`src/pkg/cic_defines.svh`:
```
// Register offsets, field positions and reset values of the interrupt control block
`ifndef CIC_DEFINES_SVH
`define CIC_DEFINES_SVH
// Offsets 0x0b and 0x8b are word indices; the byte address is four times the index
`define CIC_IDX_CTRL_BANK0 8'h0b
`define CIC_IDX_CTRL_BANK1 8'h8b
`define CIC_IDX_IRQ_STATUS 8'h40
`define CIC_IDX_IRQ_MASK 8'h41
`define CIC_IDX_PORT_CFG 8'h42
`define CIC_BIT_GLOBAL_EN 7
`define CIC_BIT_PERIPH_EN 6
`define CIC_BIT_TIMER_EN 5
`define CIC_BIT_EXT_EN 4
`define CIC_BIT_PORT_EN 3
`define CIC_BIT_TIMER_FLAG 2
`define CIC_BIT_EXT_FLAG 1
`define CIC_BIT_PORT_FLAG 0
`define CIC_CTRL_RESET 8'h00
`define CIC_STATUS_RESET 3'h0
`define CIC_MASK_RESET 3'h0
`define CIC_PORT_CFG_RESET 2'h1
`define CIC_PORT_CFG_EXT_SEL 0
`define CIC_PORT_CFG_RISING 1
`endif

```
`src/pkg/cic_pkg.sv`:
```
// Types shared by the interrupt control block
package cic_pkg;
  typedef struct packed {
    logic timer_overflow;
    logic ext_pin;
    logic port_change;
  } cic_events_t;

  typedef struct packed {
    logic global_irq_enable;
    logic peripheral_group_enable;
    logic timer_overflow_irq_enable;
    logic ext_pin_irq_enable;
    logic port_change_irq_enable;
    logic timer_overflow_flag;
    logic ext_pin_irq_flag;
    logic port_change_flag;
  } cic_ctrl_t;
endpackage

```
`src/design/cic_top.sv`:
```
// Interrupt enable and flag logic with APB register access
`timescale 1ns/1ns
`default_nettype none
`include "cic_defines.svh"

// Overview of operation
// - Flags set on their source event regardless of any enable bit.
// - Bit 7 is global enable; zero blocks core_irq_req, while the irq output ignores it.
// - Bit 6 is the peripheral group enable; no source belongs to the group, so it blocks nothing.
// - Bit 5 enables the timer overflow interrupt.
// - Bit 4 enables the external pin interrupt.
// - Bit 3 enables the port pin-change interrupt.
// - Bit 2 set on timer overflow, held until firmware writes zero.
// - Bit 1 set on external pin event, held until firmware clears it.
// - Bit 0 set when any upper port pin changes, held until cleared.
// - Control register answers at both bank addresses with identical contents.
// - Control register fully readable and writable, holds all enables and flags.
// - Lowest port pin selectable as external interrupt input feeding its flag.
module cic_top (
  input wire logic pclk,
  input wire logic presetn,
  input wire logic psel,
  input wire logic penable,
  input wire logic pwrite,
  input wire logic [11:0] paddr,
  input wire logic [31:0] pwdata,
  input wire logic [3:0] pstrb,
  output logic [31:0] prdata,
  output logic pready,
  output logic pslverr,
  input wire logic timer_zero_overflow,
  input wire logic [7:0] port_pins,
  input wire logic ext_irq_alt_in,
  output logic core_irq_req,
  output logic irq
);

  // ****************************************
  // Bus decode
  // ****************************************
  logic access;
  logic wr;
  logic hit_ctrl;
  logic hit_stat;
  logic hit_mask;
  logic hit_cfg;
  logic wr_ctrl;
  logic unmapped;

  assign access = psel && penable;
  assign wr = access && pwrite && pstrb[0];
  // both bank aliases decode to one register
  assign hit_ctrl = (paddr == {2'h0, `CIC_IDX_CTRL_BANK0, 2'h0})
                 || (paddr == {2'h0, `CIC_IDX_CTRL_BANK1, 2'h0});
  assign hit_stat = (paddr == {2'h0, `CIC_IDX_IRQ_STATUS, 2'h0});
  assign hit_mask = (paddr == {2'h0, `CIC_IDX_IRQ_MASK, 2'h0});
  assign hit_cfg = (paddr == {2'h0, `CIC_IDX_PORT_CFG, 2'h0});
  assign wr_ctrl = wr && hit_ctrl;
  assign unmapped = !(hit_ctrl || hit_stat || hit_mask || hit_cfg);
  assign pready = 1'b1;
  assign pslverr = access && unmapped;

  // ****************************************
  // Event detection
  // ****************************************
  cic_pkg::cic_ctrl_t ctrl;
  cic_pkg::cic_events_t ev;
  logic [1:0] port_cfg;
  logic [7:0] pins_q;
  logic ext_in;
  logic ext_q;
  logic armed;
  logic ext_edge;
  logic port_edge;

  // Alternate source lets a board route the request elsewhere
  assign ext_in = port_cfg[`CIC_PORT_CFG_EXT_SEL] ? port_pins[0] : ext_irq_alt_in;

  always_ff @(posedge pclk or negedge presetn) begin
    if (!presetn) begin
      pins_q <= 8'h00;
      ext_q <= 1'b0;
    end else begin
      pins_q <= port_pins;
      ext_q <= ext_in;
    end
  end

  // Pins may idle high behind pull-ups, so the first sample after reset is no edge
  always_ff @(posedge pclk or negedge presetn) begin
    if (!presetn) begin
      armed <= 1'b0;
    end else begin
      armed <= 1'b1;
    end
  end

  assign ext_edge = port_cfg[`CIC_PORT_CFG_RISING] ? (ext_in && !ext_q) : (!ext_in && ext_q);
  assign port_edge = armed && (|(port_pins[7:4] ^ pins_q[7:4]));
  assign ev = {timer_zero_overflow, ext_edge, port_edge};

  // ****************************************
  // Control register
  // ****************************************
  always_ff @(posedge pclk or negedge presetn) begin
    if (!presetn) begin
      ctrl <= `CIC_CTRL_RESET;
    end else begin
      if (wr_ctrl) begin
        ctrl <= pwdata[7:0];
      end
      // Set beats a same-cycle firmware clear so no event is lost
      if (ev.timer_overflow) begin
        ctrl.timer_overflow_flag <= 1'b1;
      end
      if (ev.ext_pin) begin
        ctrl.ext_pin_irq_flag <= 1'b1;
      end
      if (ev.port_change) begin
        ctrl.port_change_flag <= 1'b1;
      end
    end
  end

  always_ff @(posedge pclk or negedge presetn) begin
    if (!presetn) begin
      port_cfg <= `CIC_PORT_CFG_RESET;
    end else if (wr && hit_cfg) begin
      port_cfg <= pwdata[1:0];
    end
  end

  // ****************************************
  // Core request
  // ****************************************
  logic tmr_req;
  logic ext_req;
  logic port_req;
  logic next_core_irq_req;

  assign tmr_req = ctrl.timer_overflow_irq_enable && ctrl.timer_overflow_flag;
  assign ext_req = ctrl.ext_pin_irq_enable && ctrl.ext_pin_irq_flag;
  assign port_req = ctrl.port_change_irq_enable && ctrl.port_change_flag;
  // All three sources are core sources; peripheral group has no members here
  assign next_core_irq_req = ctrl.global_irq_enable && (tmr_req || ext_req || port_req);

  always_ff @(posedge pclk or negedge presetn) begin
    if (!presetn) begin
      core_irq_req <= 1'b0;
    end else begin
      core_irq_req <= next_core_irq_req;
    end
  end

  // ****************************************
  // System interrupt status and mask
  // ****************************************
  logic [2:0] irq_status;
  logic [2:0] irq_mask;
  logic [2:0] ev_vec;

  assign ev_vec = ev;

  always_ff @(posedge pclk or negedge presetn) begin
    if (!presetn) begin
      irq_status <= `CIC_STATUS_RESET;
    end else if (wr && hit_stat) begin
      irq_status <= (irq_status & ~pwdata[2:0]) | ev_vec;
    end else begin
      irq_status <= irq_status | ev_vec;
    end
  end

  always_ff @(posedge pclk or negedge presetn) begin
    if (!presetn) begin
      irq_mask <= `CIC_MASK_RESET;
    end else if (wr && hit_mask) begin
      irq_mask <= pwdata[2:0];
    end
  end

  assign irq = |(irq_status & irq_mask);

  // ****************************************
  // Read data
  // ****************************************
  always_ff @(posedge pclk or negedge presetn) begin
    if (!presetn) begin
      prdata <= 32'h0000_0000;
    end else if (psel && !penable && !pwrite) begin
      if (hit_ctrl) begin
        prdata <= {24'h00_0000, ctrl};
      end else if (hit_stat) begin
        prdata <= {29'h0000_0000, irq_status};
      end else if (hit_mask) begin
        prdata <= {29'h0000_0000, irq_mask};
      end else if (hit_cfg) begin
        prdata <= {30'h0000_0000, port_cfg};
      end else begin
        prdata <= 32'h0000_0000;
      end
    end
  end

  // ****************************************
  // Assertions
  // ****************************************
  property p_flag_set_any_enable;
    @(posedge pclk) disable iff (!presetn)
    ev.timer_overflow |=> ctrl.timer_overflow_flag;
  endproperty
  a_flag_set_any_enable: assert property (p_flag_set_any_enable) else $error("timer flag not set");

  property p_global_blocks;
    @(posedge pclk) disable iff (!presetn)
    !ctrl.global_irq_enable |=> !core_irq_req;
  endproperty
  a_global_blocks: assert property (p_global_blocks) else $error("request without global enable");

  property p_peripheral_gate;
    @(posedge pclk) disable iff (!presetn)
    (ctrl.global_irq_enable && !ctrl.peripheral_group_enable && tmr_req) |=> core_irq_req;
  endproperty
  a_peripheral_gate: assert property (p_peripheral_gate) else $error("core source gated by group enable");

  property p_timer_enable;
    @(posedge pclk) disable iff (!presetn)
    (ctrl.global_irq_enable && ctrl.timer_overflow_flag && ctrl.timer_overflow_irq_enable) |=> core_irq_req;
  endproperty
  a_timer_enable: assert property (p_timer_enable) else $error("timer request missing");

  property p_ext_enable;
    @(posedge pclk) disable iff (!presetn)
    (ctrl.global_irq_enable && ctrl.ext_pin_irq_flag && ctrl.ext_pin_irq_enable) |=> core_irq_req;
  endproperty
  a_ext_enable: assert property (p_ext_enable) else $error("external request missing");

  property p_port_enable;
    @(posedge pclk) disable iff (!presetn)
    (ctrl.global_irq_enable && ctrl.port_change_flag && ctrl.port_change_irq_enable) |=> core_irq_req;
  endproperty
  a_port_enable: assert property (p_port_enable) else $error("port change request missing");

  property p_timer_flag_sticky;
    @(posedge pclk) disable iff (!presetn)
    (ctrl.timer_overflow_flag && !wr_ctrl) |=> ctrl.timer_overflow_flag;
  endproperty
  a_timer_flag_sticky: assert property (p_timer_flag_sticky) else $error("timer flag cleared by hardware");

  property p_ext_flag_sticky;
    @(posedge pclk) disable iff (!presetn)
    (ctrl.ext_pin_irq_flag && !wr_ctrl) |=> ctrl.ext_pin_irq_flag;
  endproperty
  a_ext_flag_sticky: assert property (p_ext_flag_sticky) else $error("external flag dropped");

  property p_port_change_sets;
    @(posedge pclk) disable iff (!presetn)
    (armed && $past(port_pins[7:4]) != port_pins[7:4]) |=> ctrl.port_change_flag;
  endproperty
  a_port_change_sets: assert property (p_port_change_sets) else $error("port change not flagged");

  property p_bank_alias;
    @(posedge pclk) disable iff (!presetn)
    (psel && !penable && !pwrite && hit_ctrl) |=> (prdata[7:0] == $past(ctrl));
  endproperty
  a_bank_alias: assert property (p_bank_alias) else $error("bank read mismatch");

  property p_ext_select;
    @(posedge pclk) disable iff (!presetn)
    (port_cfg == 2'h3 && port_pins[0] && !ext_q) |=> ctrl.ext_pin_irq_flag;
  endproperty
  a_ext_select: assert property (p_ext_select) else $error("pin 0 edge not flagged");

  property p_no_spurious_req;
    @(posedge pclk) disable iff (!presetn)
    !(tmr_req || ext_req || port_req) |=> !core_irq_req;
  endproperty
  a_no_spurious_req: assert property (p_no_spurious_req) else $error("request with no enabled flag");

  property p_ext_flag_any_enable;
    @(posedge pclk) disable iff (!presetn)
    ev.ext_pin |=> ctrl.ext_pin_irq_flag;
  endproperty
  a_ext_flag_any_enable: assert property (p_ext_flag_any_enable) else $error("external flag not set");

  property p_port_flag_sticky;
    @(posedge pclk) disable iff (!presetn)
    (ctrl.port_change_flag && !wr_ctrl) |=> ctrl.port_change_flag;
  endproperty
  a_port_flag_sticky: assert property (p_port_flag_sticky) else $error("port change flag dropped");

  property p_ctrl_write_lands;
    @(posedge pclk) disable iff (!presetn)
    (wr_ctrl && !(|ev)) |=> (ctrl == $past(pwdata[7:0]));
  endproperty
  a_ctrl_write_lands: assert property (p_ctrl_write_lands) else $error("control write lost");

  property p_ext_falling;
    @(posedge pclk) disable iff (!presetn)
    (port_cfg == 2'h1 && !port_pins[0] && ext_q) |=> ctrl.ext_pin_irq_flag;
  endproperty
  a_ext_falling: assert property (p_ext_falling) else $error("pin 0 falling edge not flagged");

  property p_timer_req_gated;
    @(posedge pclk) disable iff (!presetn)
    (!ctrl.timer_overflow_irq_enable && !ext_req && !port_req) |=> !core_irq_req;
  endproperty
  a_timer_req_gated: assert property (p_timer_req_gated) else $error("timer request while disabled");

  property p_ext_req_gated;
    @(posedge pclk) disable iff (!presetn)
    (!ctrl.ext_pin_irq_enable && !tmr_req && !port_req) |=> !core_irq_req;
  endproperty
  a_ext_req_gated: assert property (p_ext_req_gated) else $error("external request while disabled");

  property p_port_req_gated;
    @(posedge pclk) disable iff (!presetn)
    (!ctrl.port_change_irq_enable && !tmr_req && !ext_req) |=> !core_irq_req;
  endproperty
  a_port_req_gated: assert property (p_port_req_gated) else $error("port request while disabled");

  property p_status_sticky;
    @(posedge pclk) disable iff (!presetn)
    !(wr && hit_stat) |=> ((irq_status & $past(irq_status)) == $past(irq_status));
  endproperty
  a_status_sticky: assert property (p_status_sticky) else $error("status bit dropped without clear");

  property p_status_follows_event;
    @(posedge pclk) disable iff (!presetn)
    (|ev_vec) |=> ((irq_status & $past(ev_vec)) == $past(ev_vec));
  endproperty
  a_status_follows_event: assert property (p_status_follows_event) else $error("status bit missed an event");

  property p_unmapped_read_zero;
    @(posedge pclk) disable iff (!presetn)
    (psel && !penable && !pwrite && unmapped) |=> (prdata == 32'h0000_0000);
  endproperty
  a_unmapped_read_zero: assert property (p_unmapped_read_zero) else $error("unmapped read not zero");

  // ****************************************
  // Cover points
  // ****************************************
  c_timer_req: cover property (@(posedge pclk) disable iff (!presetn) ev.timer_overflow ##[1:20] core_irq_req);
  c_bank1_write: cover property (@(posedge pclk) disable iff (!presetn)
    wr_ctrl && paddr == {2'h0, `CIC_IDX_CTRL_BANK1, 2'h0});
  c_set_beats_clear: cover property (@(posedge pclk) disable iff (!presetn) wr_ctrl && ev.port_change);
  c_ext_rising: cover property (@(posedge pclk) disable iff (!presetn) port_cfg[`CIC_PORT_CFG_RISING] && ev.ext_pin);
  c_alt_source: cover property (@(posedge pclk) disable iff (!presetn) !port_cfg[`CIC_PORT_CFG_EXT_SEL] && ev.ext_pin);

endmodule
`default_nettype wire

```
`config.mk`:
```
export PLATFORM = sky130hd
export DESIGN_NAME = cic_top
export DESIGN_NICKNAME = d
export VERILOG_FILES = /design/src/pkg/cic_pkg.sv /design/src/design/cic_top.sv
export VERILOG_INCLUDE_DIRS = /design/src /design/src/pkg
export SDC_FILE = /design/constraint.sdc
export NUM_CORES = 1
export LEC_CHECK = 0
export BUFFER_PORTS_ARGS = -buffer_cell sky130_fd_sc_hd__buf_2
export CORE_ASPECT_RATIO = 2
export CORE_MARGIN = 2
export CORE_UTILIZATION = 35
export DETAILED_ROUTE_END_ITERATION = 8
export GPL_TIMING_DRIVEN = 1
export PLACE_DENSITY = 0.7
export SYNTH_ARGS = -nofsm -noshare
export SYNTH_HDL_FRONTEND = slang
export SYNTH_SLANG_ARGS = --single-unit
```
`constraint.sdc`:
```
create_clock -name pclk -period 1.85 [get_ports pclk]
set_clock_uncertainty 0.15 [all_clocks]
set_input_delay 0.4625 -clock pclk [delete_from_list [all_inputs] [get_ports pclk]]
set_output_delay 0.4625 -clock pclk [all_outputs]
set_load 0.03 [all_outputs]
```
Word level (Yosys, flattened, before mapping)

Cells that the tools add are included.

Register bits after elaboration: 59
Latch bits: 0
RAM bits: 0
Memory bits (read-only): 0
Bits of input ports: 63
Word-level logic and storage cells: 71
Memories kept: 0

Add/sub/neg operators: 0
$mul: 0
Div/mod/pow operators: 0
Order comparisons: 0
Equality and inequality tests: 5
Shift-type cells: 0
Multiplexer cells: 11
Bitwise operators: 6
Reduce and logical (&&, ||, !) cells: 33

Operator list:

| kind                                                   | count |
|---|---|
| equality test 12 x 9 -> 1 bit (second input constant)  | 3 |
| logical AND 1 bit                                      | 17 |
| equality test 12 x 10 -> 1 bit (second input constant) | 1 |
| equality test 12 x 6 -> 1 bit (second input constant)  | 1 |
| two-way mux 3 bit                                      | 4 |
| two-way mux 8 bit                                      | 1 |
| bitwise AND 3 bit                                      | 2 |
| logical OR 1 bit                                       | 6 |
| OR 3 bit                                               | 2 |
| nonzero test 2 bit                                     | 3 |
| logical NOT 1 bit                                      | 5 |
| two-way mux 1 bit                                      | 5 |
| OR reduction 4 bit                                     | 1 |
| XOR 4 bit                                              | 1 |
| inverter 3 bit                                         | 1 |
| OR reduction 3 bit                                     | 1 |
| two-way mux 2 bit                                      | 1 |

Longest topological paths before layout

Gate-level depths: netlist of the first run.

Word-level depth: 7
Depth in mapped cells: 4

Worst setup path before layout of the first run

No wires, ideal clock.

Path kind: input to register
Start: input port paddr[4]
End: register ctrl[1] (netlist name)
Library setup time: 124 ps
Data arrival time: 1974 ps
Slack: -398 ps
Stages: 4
Path buffers: 0
Cells stage by stage: or3_1 > nor4_4 > mux2_2 > a211o_1

Cells in the longest elaborated chain, start to end: 4
Elaborated cells on any way between the ends: 5
Classes of those cells: eq/ne (2); reduce/logical (3)

RTL lines:

| item                                                                            | line                         | text |
|---|---|---|
| start: declaration                                                              | cic_top.sv:25                | `input wire logic [11:0] paddr,` |
| equality test 12 x 6 -> 1 bit or equality test 12 x 10 -> 1 bit (tied branches) | cic_top.sv:53, cic_top.sv:54 |  |
| logical OR 1 bit (*)                                                            | cic_top.sv:53                | `` assign hit_ctrl = (paddr == {2'h0, `CIC_IDX_CTRL_BANK0, 2'h0}) `` |
| logical AND 1 bit (*)                                                           | cic_top.sv:58                | `assign wr_ctrl = wr && hit_ctrl;` |
| nonzero test 2 bit (no source line) (*)                                         | n/a                          |  |
| end signal: assignment                                                          | cic_top.sv:107               | `` ctrl <= `CIC_CTRL_RESET; `` |
| end signal: assignment                                                          | cic_top.sv:110               | `ctrl <= pwdata[7:0];` |
| end: declaration                                                                | cic_top.sv:66                | `cic_pkg::cic_ctrl_t ctrl;` |

Mark *: on every way between the ends. The rest lies on a longest branch, timed or not.
A chain may end at the register's enable or synchronous reset.

Worst setup path after layout of the first run

Start: input port paddr[1]
End: output port pslverr

Cells in the longest elaborated chain, start to end: 7
Elaborated cells on any way between the ends: 11
Classes of those cells: eq/ne (5); reduce/logical (6)

RTL lines:

| item                                                                            | line                         | text |
|---|---|---|
| equality test 12 x 6 -> 1 bit or equality test 12 x 10 -> 1 bit (tied branches) | cic_top.sv:53, cic_top.sv:54 |  |
| logical OR 1 bit                                                                | cic_top.sv:53                |  |
| logical OR 1 bit (2 in series)                                                  | cic_top.sv:59                | `assign unmapped = !(hit_ctrl \|\| hit_stat \|\| hit_mask \|\| hit_cfg);` |
| logical OR 1 bit (*)                                                            | cic_top.sv:59                |  |
| logical NOT 1 bit (*)                                                           | cic_top.sv:59                |  |
| logical AND 1 bit (*)                                                           | cic_top.sv:61                | `assign pslverr = access && unmapped;` |
| end: declaration                                                                | cic_top.sv:30                | `output logic pslverr,` |

Marked as above.

==> results.py, run 1 <==
metrics = {
    "yosys": {
        "syn_area_um2": 1630,
        "avgSynthCellArea_um2": 11.4,
        "ys_ff_latch": 31,
        "synth.most_common_cell": "dfrtp_1",
        "synthFlopType": "dfrtp_1",
        "synth-edff-count": 0,
        "yosys-top-cells-area": "dfrtp_1 46%, buf_4 12%, mux2_2 9.0%, a22o_1 4.3%, nand2_1 2.8%",
        "yosys.area.top_type_share_pct": 46.2,
        "synth_seq_area_share_pct": 47.8,
        "yosysTopAreaCell": "dfrtp_1",
        "yosysUniqueCellTypes": 35,
        "synth_common_cells": "30 x dfrtp_1, 25 x buf_4, 13 x mux2_2",
        "synth-xor-area-share_pct": 2.16,
        "synth_top_family_by_area": "simple AND/OR/NAND/NOR gates",
        "synthCells": 143,
        "synthAdderAreaFrac_pct": 0,
        "synth_mux_area_share_pct": 10.2,
        "synth-simple-area-share_pct": 16.2,
        "async_flop_share_pct": 100,
        "synth-compound-area-share_pct": 11.2,
        "yosys_warnings": 0,
    },
    "clocking": {
        "ctsHtreeMaxLevel": 2,
        "cts_made_buffers": 5,
        "holdBufCountCts": 0,
        "clkTransAtPathRegs_ns": 0.07,
        "clock_latency_ns": 0.28,
        "cts_tree": "built",
        "root_buffer": "clkbuf_8",
        "cts_num_sinks": 31,
        "clock_path_buffers": 2,
    },
    "setup_path": {
        "crit_fanout": 3,
        "crit_chain": "buf_6, buf_6, nor4_4, buf_4, a21o_1, a21oi_2, buf_6",
        "arrival_ns": 1.38,
        "path_delay_family": "buffers and inverters",
        "end_kind": "primary output",
        "crit_slowest_cell": "nor4_4",
        "max_stage_delay_ns": 0.25,
        "cpMostUsedCell": "buf_6",
        "cp.required_ns": 1.24,
        "crit_path_start_kind": "input pin",
        "path_class": "input pin to primary output",
        "cp.buffers_inverters": 4,
    },
    "route": {
        "drcViolationCount": 0,
        "wl_met1_um": 1310,
        "routed-wl-met2_um": 2210,
        "highest_layer": "met4",
        "first_pass_iters": 6,
        "vias": 1307,
        "drt_wl_total_um": 3820,
        "wl_met3_um": 189,
        "vias_per_cell": 4.79,
        "wl_per_cell_um": 14.0,
        "ant_nets": 0,
        "drt-initial-drc-count": 14,
    },
    "die": {
        "die_w_um": 52.2,
        "die_area_um2": 5240,
        "rows": 35,
        "core_um2": 4550,
        "initial_core_util_pct": 35.7,
        "ios": 99,
        "die_h_um": 100,
    },
    "sta": {
        "relSlewSlack_pct": 55.1,
        "fmax_mhz": 503,
        "setup_tns_ns": -0.867,
        "finalCriticalPeriod_ns": 1.99,
        "fin_crit_sh_pct": 108,
        "holdWs_ns": 0.0578,
        "fin_ws_ns": -0.140,
        "setup_viol": 13,
        "worst_pin_slew_ns": 0.674,
        "hold_viol": 0,
        "grt_setup_unrepaired": "true",
        "drv_slew": 0,
    },
    "power": {
        "p_sw_share_pct": 24.9,
        "switching_power_mw": 0.396,
        "pwr-share-comb_pct": 13.7,
        "seqPwrFrac_pct": 43.4,
        "clock_power_share_pct": 42.9,
        "power_density_nw_per_um2": 689,
        "vdd_drop_max_uv": 651,
        "leakage_nw": 1.12,
        "internal_power_mw": 1.19,
    },
    "grt": {
        "antenna_found_initial": 0,
        "grt_pass1_vias": 1389,
        "grt.overflow.total": 0,
        "grt_pass1_wl_um": 6130,
        "grtUsageTotal_pct": 16.2,
        "grt_max_degree": 32,
    },
    "outcome": {
        "violations": "setup timing",
        "outcome": "finished with violations",
    },
    "cells_and_area": {
        "fill_cells": 437,
        "area_growth_pct": 41.9,
        "finalNetCount": 280,
        "final_util_pct": 50.6,
        "num_antenna_cells": 0,
        "drive_gt1_share_pct": 48.6,
    },
    "run": {
        "drv_cap": 0,
    },
    "placed_design": {
        "pre_cts_ws_ns": -0.405,
        "hpwl_um": 2830,
        "port-buffer-count": 43,
        "place.gp.congestion": 0.836,
    },
    "min_path": {
        "min_path_type": "input pin to asynchronous set/reset pin",
    },
}
-- worst reg2reg max path, stage by stage (launching register included) --
cell	delay [ns]
dfstp_2	0.55
mux2i_1	0.27
nor2_1	0.09
a221o_1	0.35
-- area by class of cell --
| cell class | count | area, µm² | share of cell area [%] |
|---|---|---|---|
| inverters | 2 | 7.51 | 0.326 |
| flip-flops and latches | 31 | 777 | 33.7 |
| multi-input cells | 109 | 876 | 38.0 |
| clock inverters | 2 | 35.0 | 1.52 |
| repair buffers | 68 | 459 | 19.9 |
| well taps | 55 | 68.8 | 2.98 |
| clock buffers | 6 | 82.6 | 3.58 |
-- per-layer routing --
layer	up-vias	track usage [%]
met2	45	30.1
li1	614	-
met4	0	9.86
met1	643	15.0
met3	5	3.57
met5	-	0
-- final timing paths --
| check | start | to | slack (ns) | cells past startpoint |
|---|---|---|---|---|
| min | presetn | irq_mask[2] | 0.06 | 1 |
| max | paddr[1] | pslverr | -0.14 | 7 |
| max in group asynchronous | presetn | ctrl[3] | 1.05 | 1 |
| min in group pclk | port_pins[7] | pins_q[7] | 0.16 | 1 |
| min reg2reg | prdata[2] | prdata[2] | 0.33 | 2 |
| max reg2reg | port_cfg[0] | irq_status[1] | 0.32 | 3 |
-- power groups by stage --
stage / Clock, mW / Combinational [mW] / Sequential (mW)
after global routing: 0.732 / 0.236 / 0.690
after detailed placement: 0 / 0.195 / 0.702
final: 0.682 / 0.218 / 0.689
after floorplan: 0 / 0.145 / 0.703
after global placement: 0 / 0.192 / 0.701
after CTS: 0.706 / 0.215 / 0.689
-- layout by cell type, fill, tap and decap left out, types with 4 or more instances in the layout --
| cell type | netlist | layout |
|---|---|---|
| buf_6 | 0 | 9 |
| dfrtp_1 | 30 | 30 |
| conb_1 | 2 | 26 |
| nor2_1 | 4 | 4 |
| buf_4 | 25 | 21 |
| mux2_4 | 0 | 11 |
| clkbuf_8 | 0 | 6 |
| nor4_4 | 2 | 4 |
| buf_2 | 0 | 37 |
| xnor2_1 | 4 | 4 |
| nand2_1 | 12 | 12 |
| a22o_1 | 8 | 8 |
-- kinds of logic after synthesis --
group,Yosys count
AOI/OAI and AO/OA,22
xor gates and xnor gates,4
buffers and inverters,27
DFF,31
muxes,15
other,2
and+or+nand+nor,42
-- metrics by stage --
step	cell area (µm²)	std cells	power, mW
floorplan	1760	167	0.847
global placement	1990	258	0.893
detailed placement	1990	258	0.896
CTS	2250	271	1.61
global route	2310	273	1.66
finish	2310	273	1.59
-- state kept, by name, summed over array words and instances, names as in the netlist --
name / cells
irq_status: 3
port_cfg: 2
ext_q: 1
prdata: 8
core_irq_req: 1
irq_mask: 3
armed: 1
pins_q: 4
ctrl: 8
-- repair_timing --
item / CTS / global route
resized for setup: 22 / 8
setup endpoints to repair: 13 / 16
buffers inserted: 5 / 2
pin swaps: 5 / 8
Note: power is estimated with default switching activity, not from simulation.
==> run 2: changes to the inputs <==
SETUP_SLACK_MARGIN = 0.5   (was not set)
==> run 2 against run 1 <==
Wire length increased by 2.2%. Sequential cell count unchanged. Worst hold slack improved by 0.0024 ns. Non-clock buffer count increased by 13. Core utilization increased by 4.6 points. Sequential share of layout area decreased by 2.8 points. Die area unchanged. Maximum frequency increased by 0.20%. The flow still finishes with violations (setup timing). Combinational power increased by 4%. Setup slack improved by 0.0040 ns. Global-route usage increased by 0.80 points. Critical path depth unchanged.
==> results.py, run 2 (same netlist as run 1, synthesis figures left out) <==
metrics = {
    "setup_path": {
        "max_stage_delay_ns": 0.24,
        "crit_slowest_cell": "nor4_4",
        "crit_path_start_kind": "input pin",
        "path_delay_family": "buffers and inverters",
        "arrival_ns": 1.37,
        "end_kind": "primary output",
        "crit_chain": "buf_6, buf_8, nor4_4, buf_4, a21o_1, a21oi_2, buf_6",
        "crit_fanout": 2,
        "worstSetupStartpoint": "paddr[0]",
        "cp.buffers_inverters": 4,
        "cpMostUsedCell": "buf_6",
        "r2r_start": "port_cfg[0]",
        "cp.required_ns": 1.24,
        "path_class": "input pin to primary output",
    },
    "power": {
        "switching_power_mw": 0.393,
        "seqPwrFrac_pct": 43.3,
        "vdd_drop_max_uv": 564,
        "pwr-share-comb_pct": 14.2,
        "p_sw_share_pct": 24.7,
        "leakage_nw": 1.20,
        "power_density_nw_per_um2": 633,
        "internal_power_mw": 1.20,
        "clock_power_share_pct": 42.5,
    },
    "clocking": {
        "clock_path_buffers": 2,
        "root_buffer": "clkbuf_8",
        "cts_num_sinks": 31,
        "clock_latency_ns": 0.28,
        "cts_tree": "built",
        "holdBufCountCts": 0,
        "ctsHtreeMaxLevel": 2,
        "clkTransAtPathRegs_ns": 0.06,
        "cts_made_buffers": 5,
    },
    "cells_and_area": {
        "layout_common_cells": "31 x buf_4, 30 x dfrtp_1, 27 x buf_2, 26 x conb_1, 21 x buf_6",
        "reg.largest.list": "ctrl (8), prdata (8), pins_q (4)",
        "drive_gt1_share_pct": 54.5,
        "area_growth_pct": 54.8,
        "finalNetCount": 293,
        "num_antenna_cells": 0,
        "final_util_pct": 55.2,
        "mostFrequentLayoutCell": "buf_4",
    },
    "sta": {
        "setup_tns_ns": -0.768,
        "finalCriticalPeriod_ns": 1.99,
        "drv_slew": 0,
        "fin_crit_sh_pct": 107,
        "fin_ws_ns": -0.136,
        "fmax_mhz": 504,
        "worst_pin_slew_ns": 0.670,
        "setup_viol": 10,
        "grt_setup_unrepaired": "true",
        "hold_viol": 0,
        "relSlewSlack_pct": 55.3,
    },
    "grt": {
        "met1_usage_pct": 19.2,
        "met2_usage_pct": 29.7,
        "grt_pass1_vias": 1379,
        "antenna_found_initial": 0,
        "grtUsageTotal_pct": 17.0,
        "grtUsageMet3_pct": 2.83,
        "grt.overflow.total": 0,
        "grt_pass1_wl_um": 6640,
        "grt_max_degree": 32,
        "busiest_layer": "met2",
    },
    "route": {
        "first_pass_iters": 5,
        "drt-initial-drc-count": 33,
        "ant_nets": 0,
        "drt_wl_total_um": 3900,
        "vias_per_cell": 4.82,
        "vias": 1379,
        "drcViolationCount": 0,
        "wl_per_cell_um": 13.6,
    },
    "min_path": {
        "min_path_type": "input pin to asynchronous set/reset pin",
    },
    "die": {
        "ios": 99,
        "die_w_um": 52.2,
        "rows": 35,
        "initial_core_util_pct": 35.7,
        "die_h_um": 100,
        "core_um2": 4550,
        "die_area_um2": 5240,
    },
    "placed_design": {
        "hpwl_um": 2800,
        "port-buffer-count": 43,
        "place.gp.congestion": 0.828,
    },
    "outcome": {
        "outcome": "finished with violations",
        "violations": "setup timing",
    },
    "run": {
        "drv_cap": 0,
    },
}
[run 2: changes by cell type in the layout (fill, tap and decap cells not counted), sizes merged]
cell	previous run	this run
buf	68	81
[run 2: timing repair]
action,4_1_cts,5_1_grt
resized for setup,55,6
setup endpoints to repair,35,35
pin swaps,13,6
buffers inserted,13,7
[run 2: layout make-up]
class                   count  area (µm²)
repair buffers             81         634
multi-input cells         109         911
flip-flops and latches     31         777
well taps                  55        68.8
fillers                   406        2040
clock buffers               6        82.6
clock inverters             2        35.0
inverters                   2        7.51
[run 2: worst reg2reg max path: stages (launching register included)]
cell     delay [ns]
dfstp_2        0.56
mux2i_1        0.31
nor2_1         0.10
a221o_1        0.35
[run 2: power by group through the flow]
stage	registers [mW]	logic [mW]	clock network [mW]
final	0.690	0.227	0.676
after global routing	0.690	0.245	0.729
after CTS	0.689	0.222	0.696
after detailed placement	0.702	0.196	0
after global placement	0.701	0.193	0
after floorplan	0.703	0.145	0
[run 2: metal layers]
layer  part of all wire, %  wire [µm]  up-vias
met4                   2.7        106        0
li1                      -          -      644
met1                    33       1300      661
met3                   5.5        216        8
met5                     0          0        -
met2                    58       2280       66
[run 2: final timing paths]
| check | endpoint | slack, ns | depth (start not counted) |
|---|---|---|---|
| worst max-delay path | pslverr | -0.14 | 7 |
| worst min-delay path | core_irq_req | 0.06 | 1 |
| worst max register to register | irq_status[1] | 0.28 | 3 |
| worst min register to register | ctrl[0] | 0.33 | 1 |
| max in group asynchronous | irq_mask[2] | 1.05 | 1 |
| min in group pclk | pins_q[7] | 0.16 | 1 |
[run 2: metrics by stage]
stage	instance area, µm²	power [mW]	hold WS [ns]	setup WS (ns)	instances
final	2520	1.59	0.0603	-0.136	286
after global routing	2520	1.66	0.114	-0.171	286
after global placement	2000	0.894	0.302	-0.405	258
after CTS	2440	1.61	0.0823	-0.190	279
after floorplan	1770	0.847	0.0169	-0.363	167
after detailed placement	2000	0.897	0.318	-0.414	258
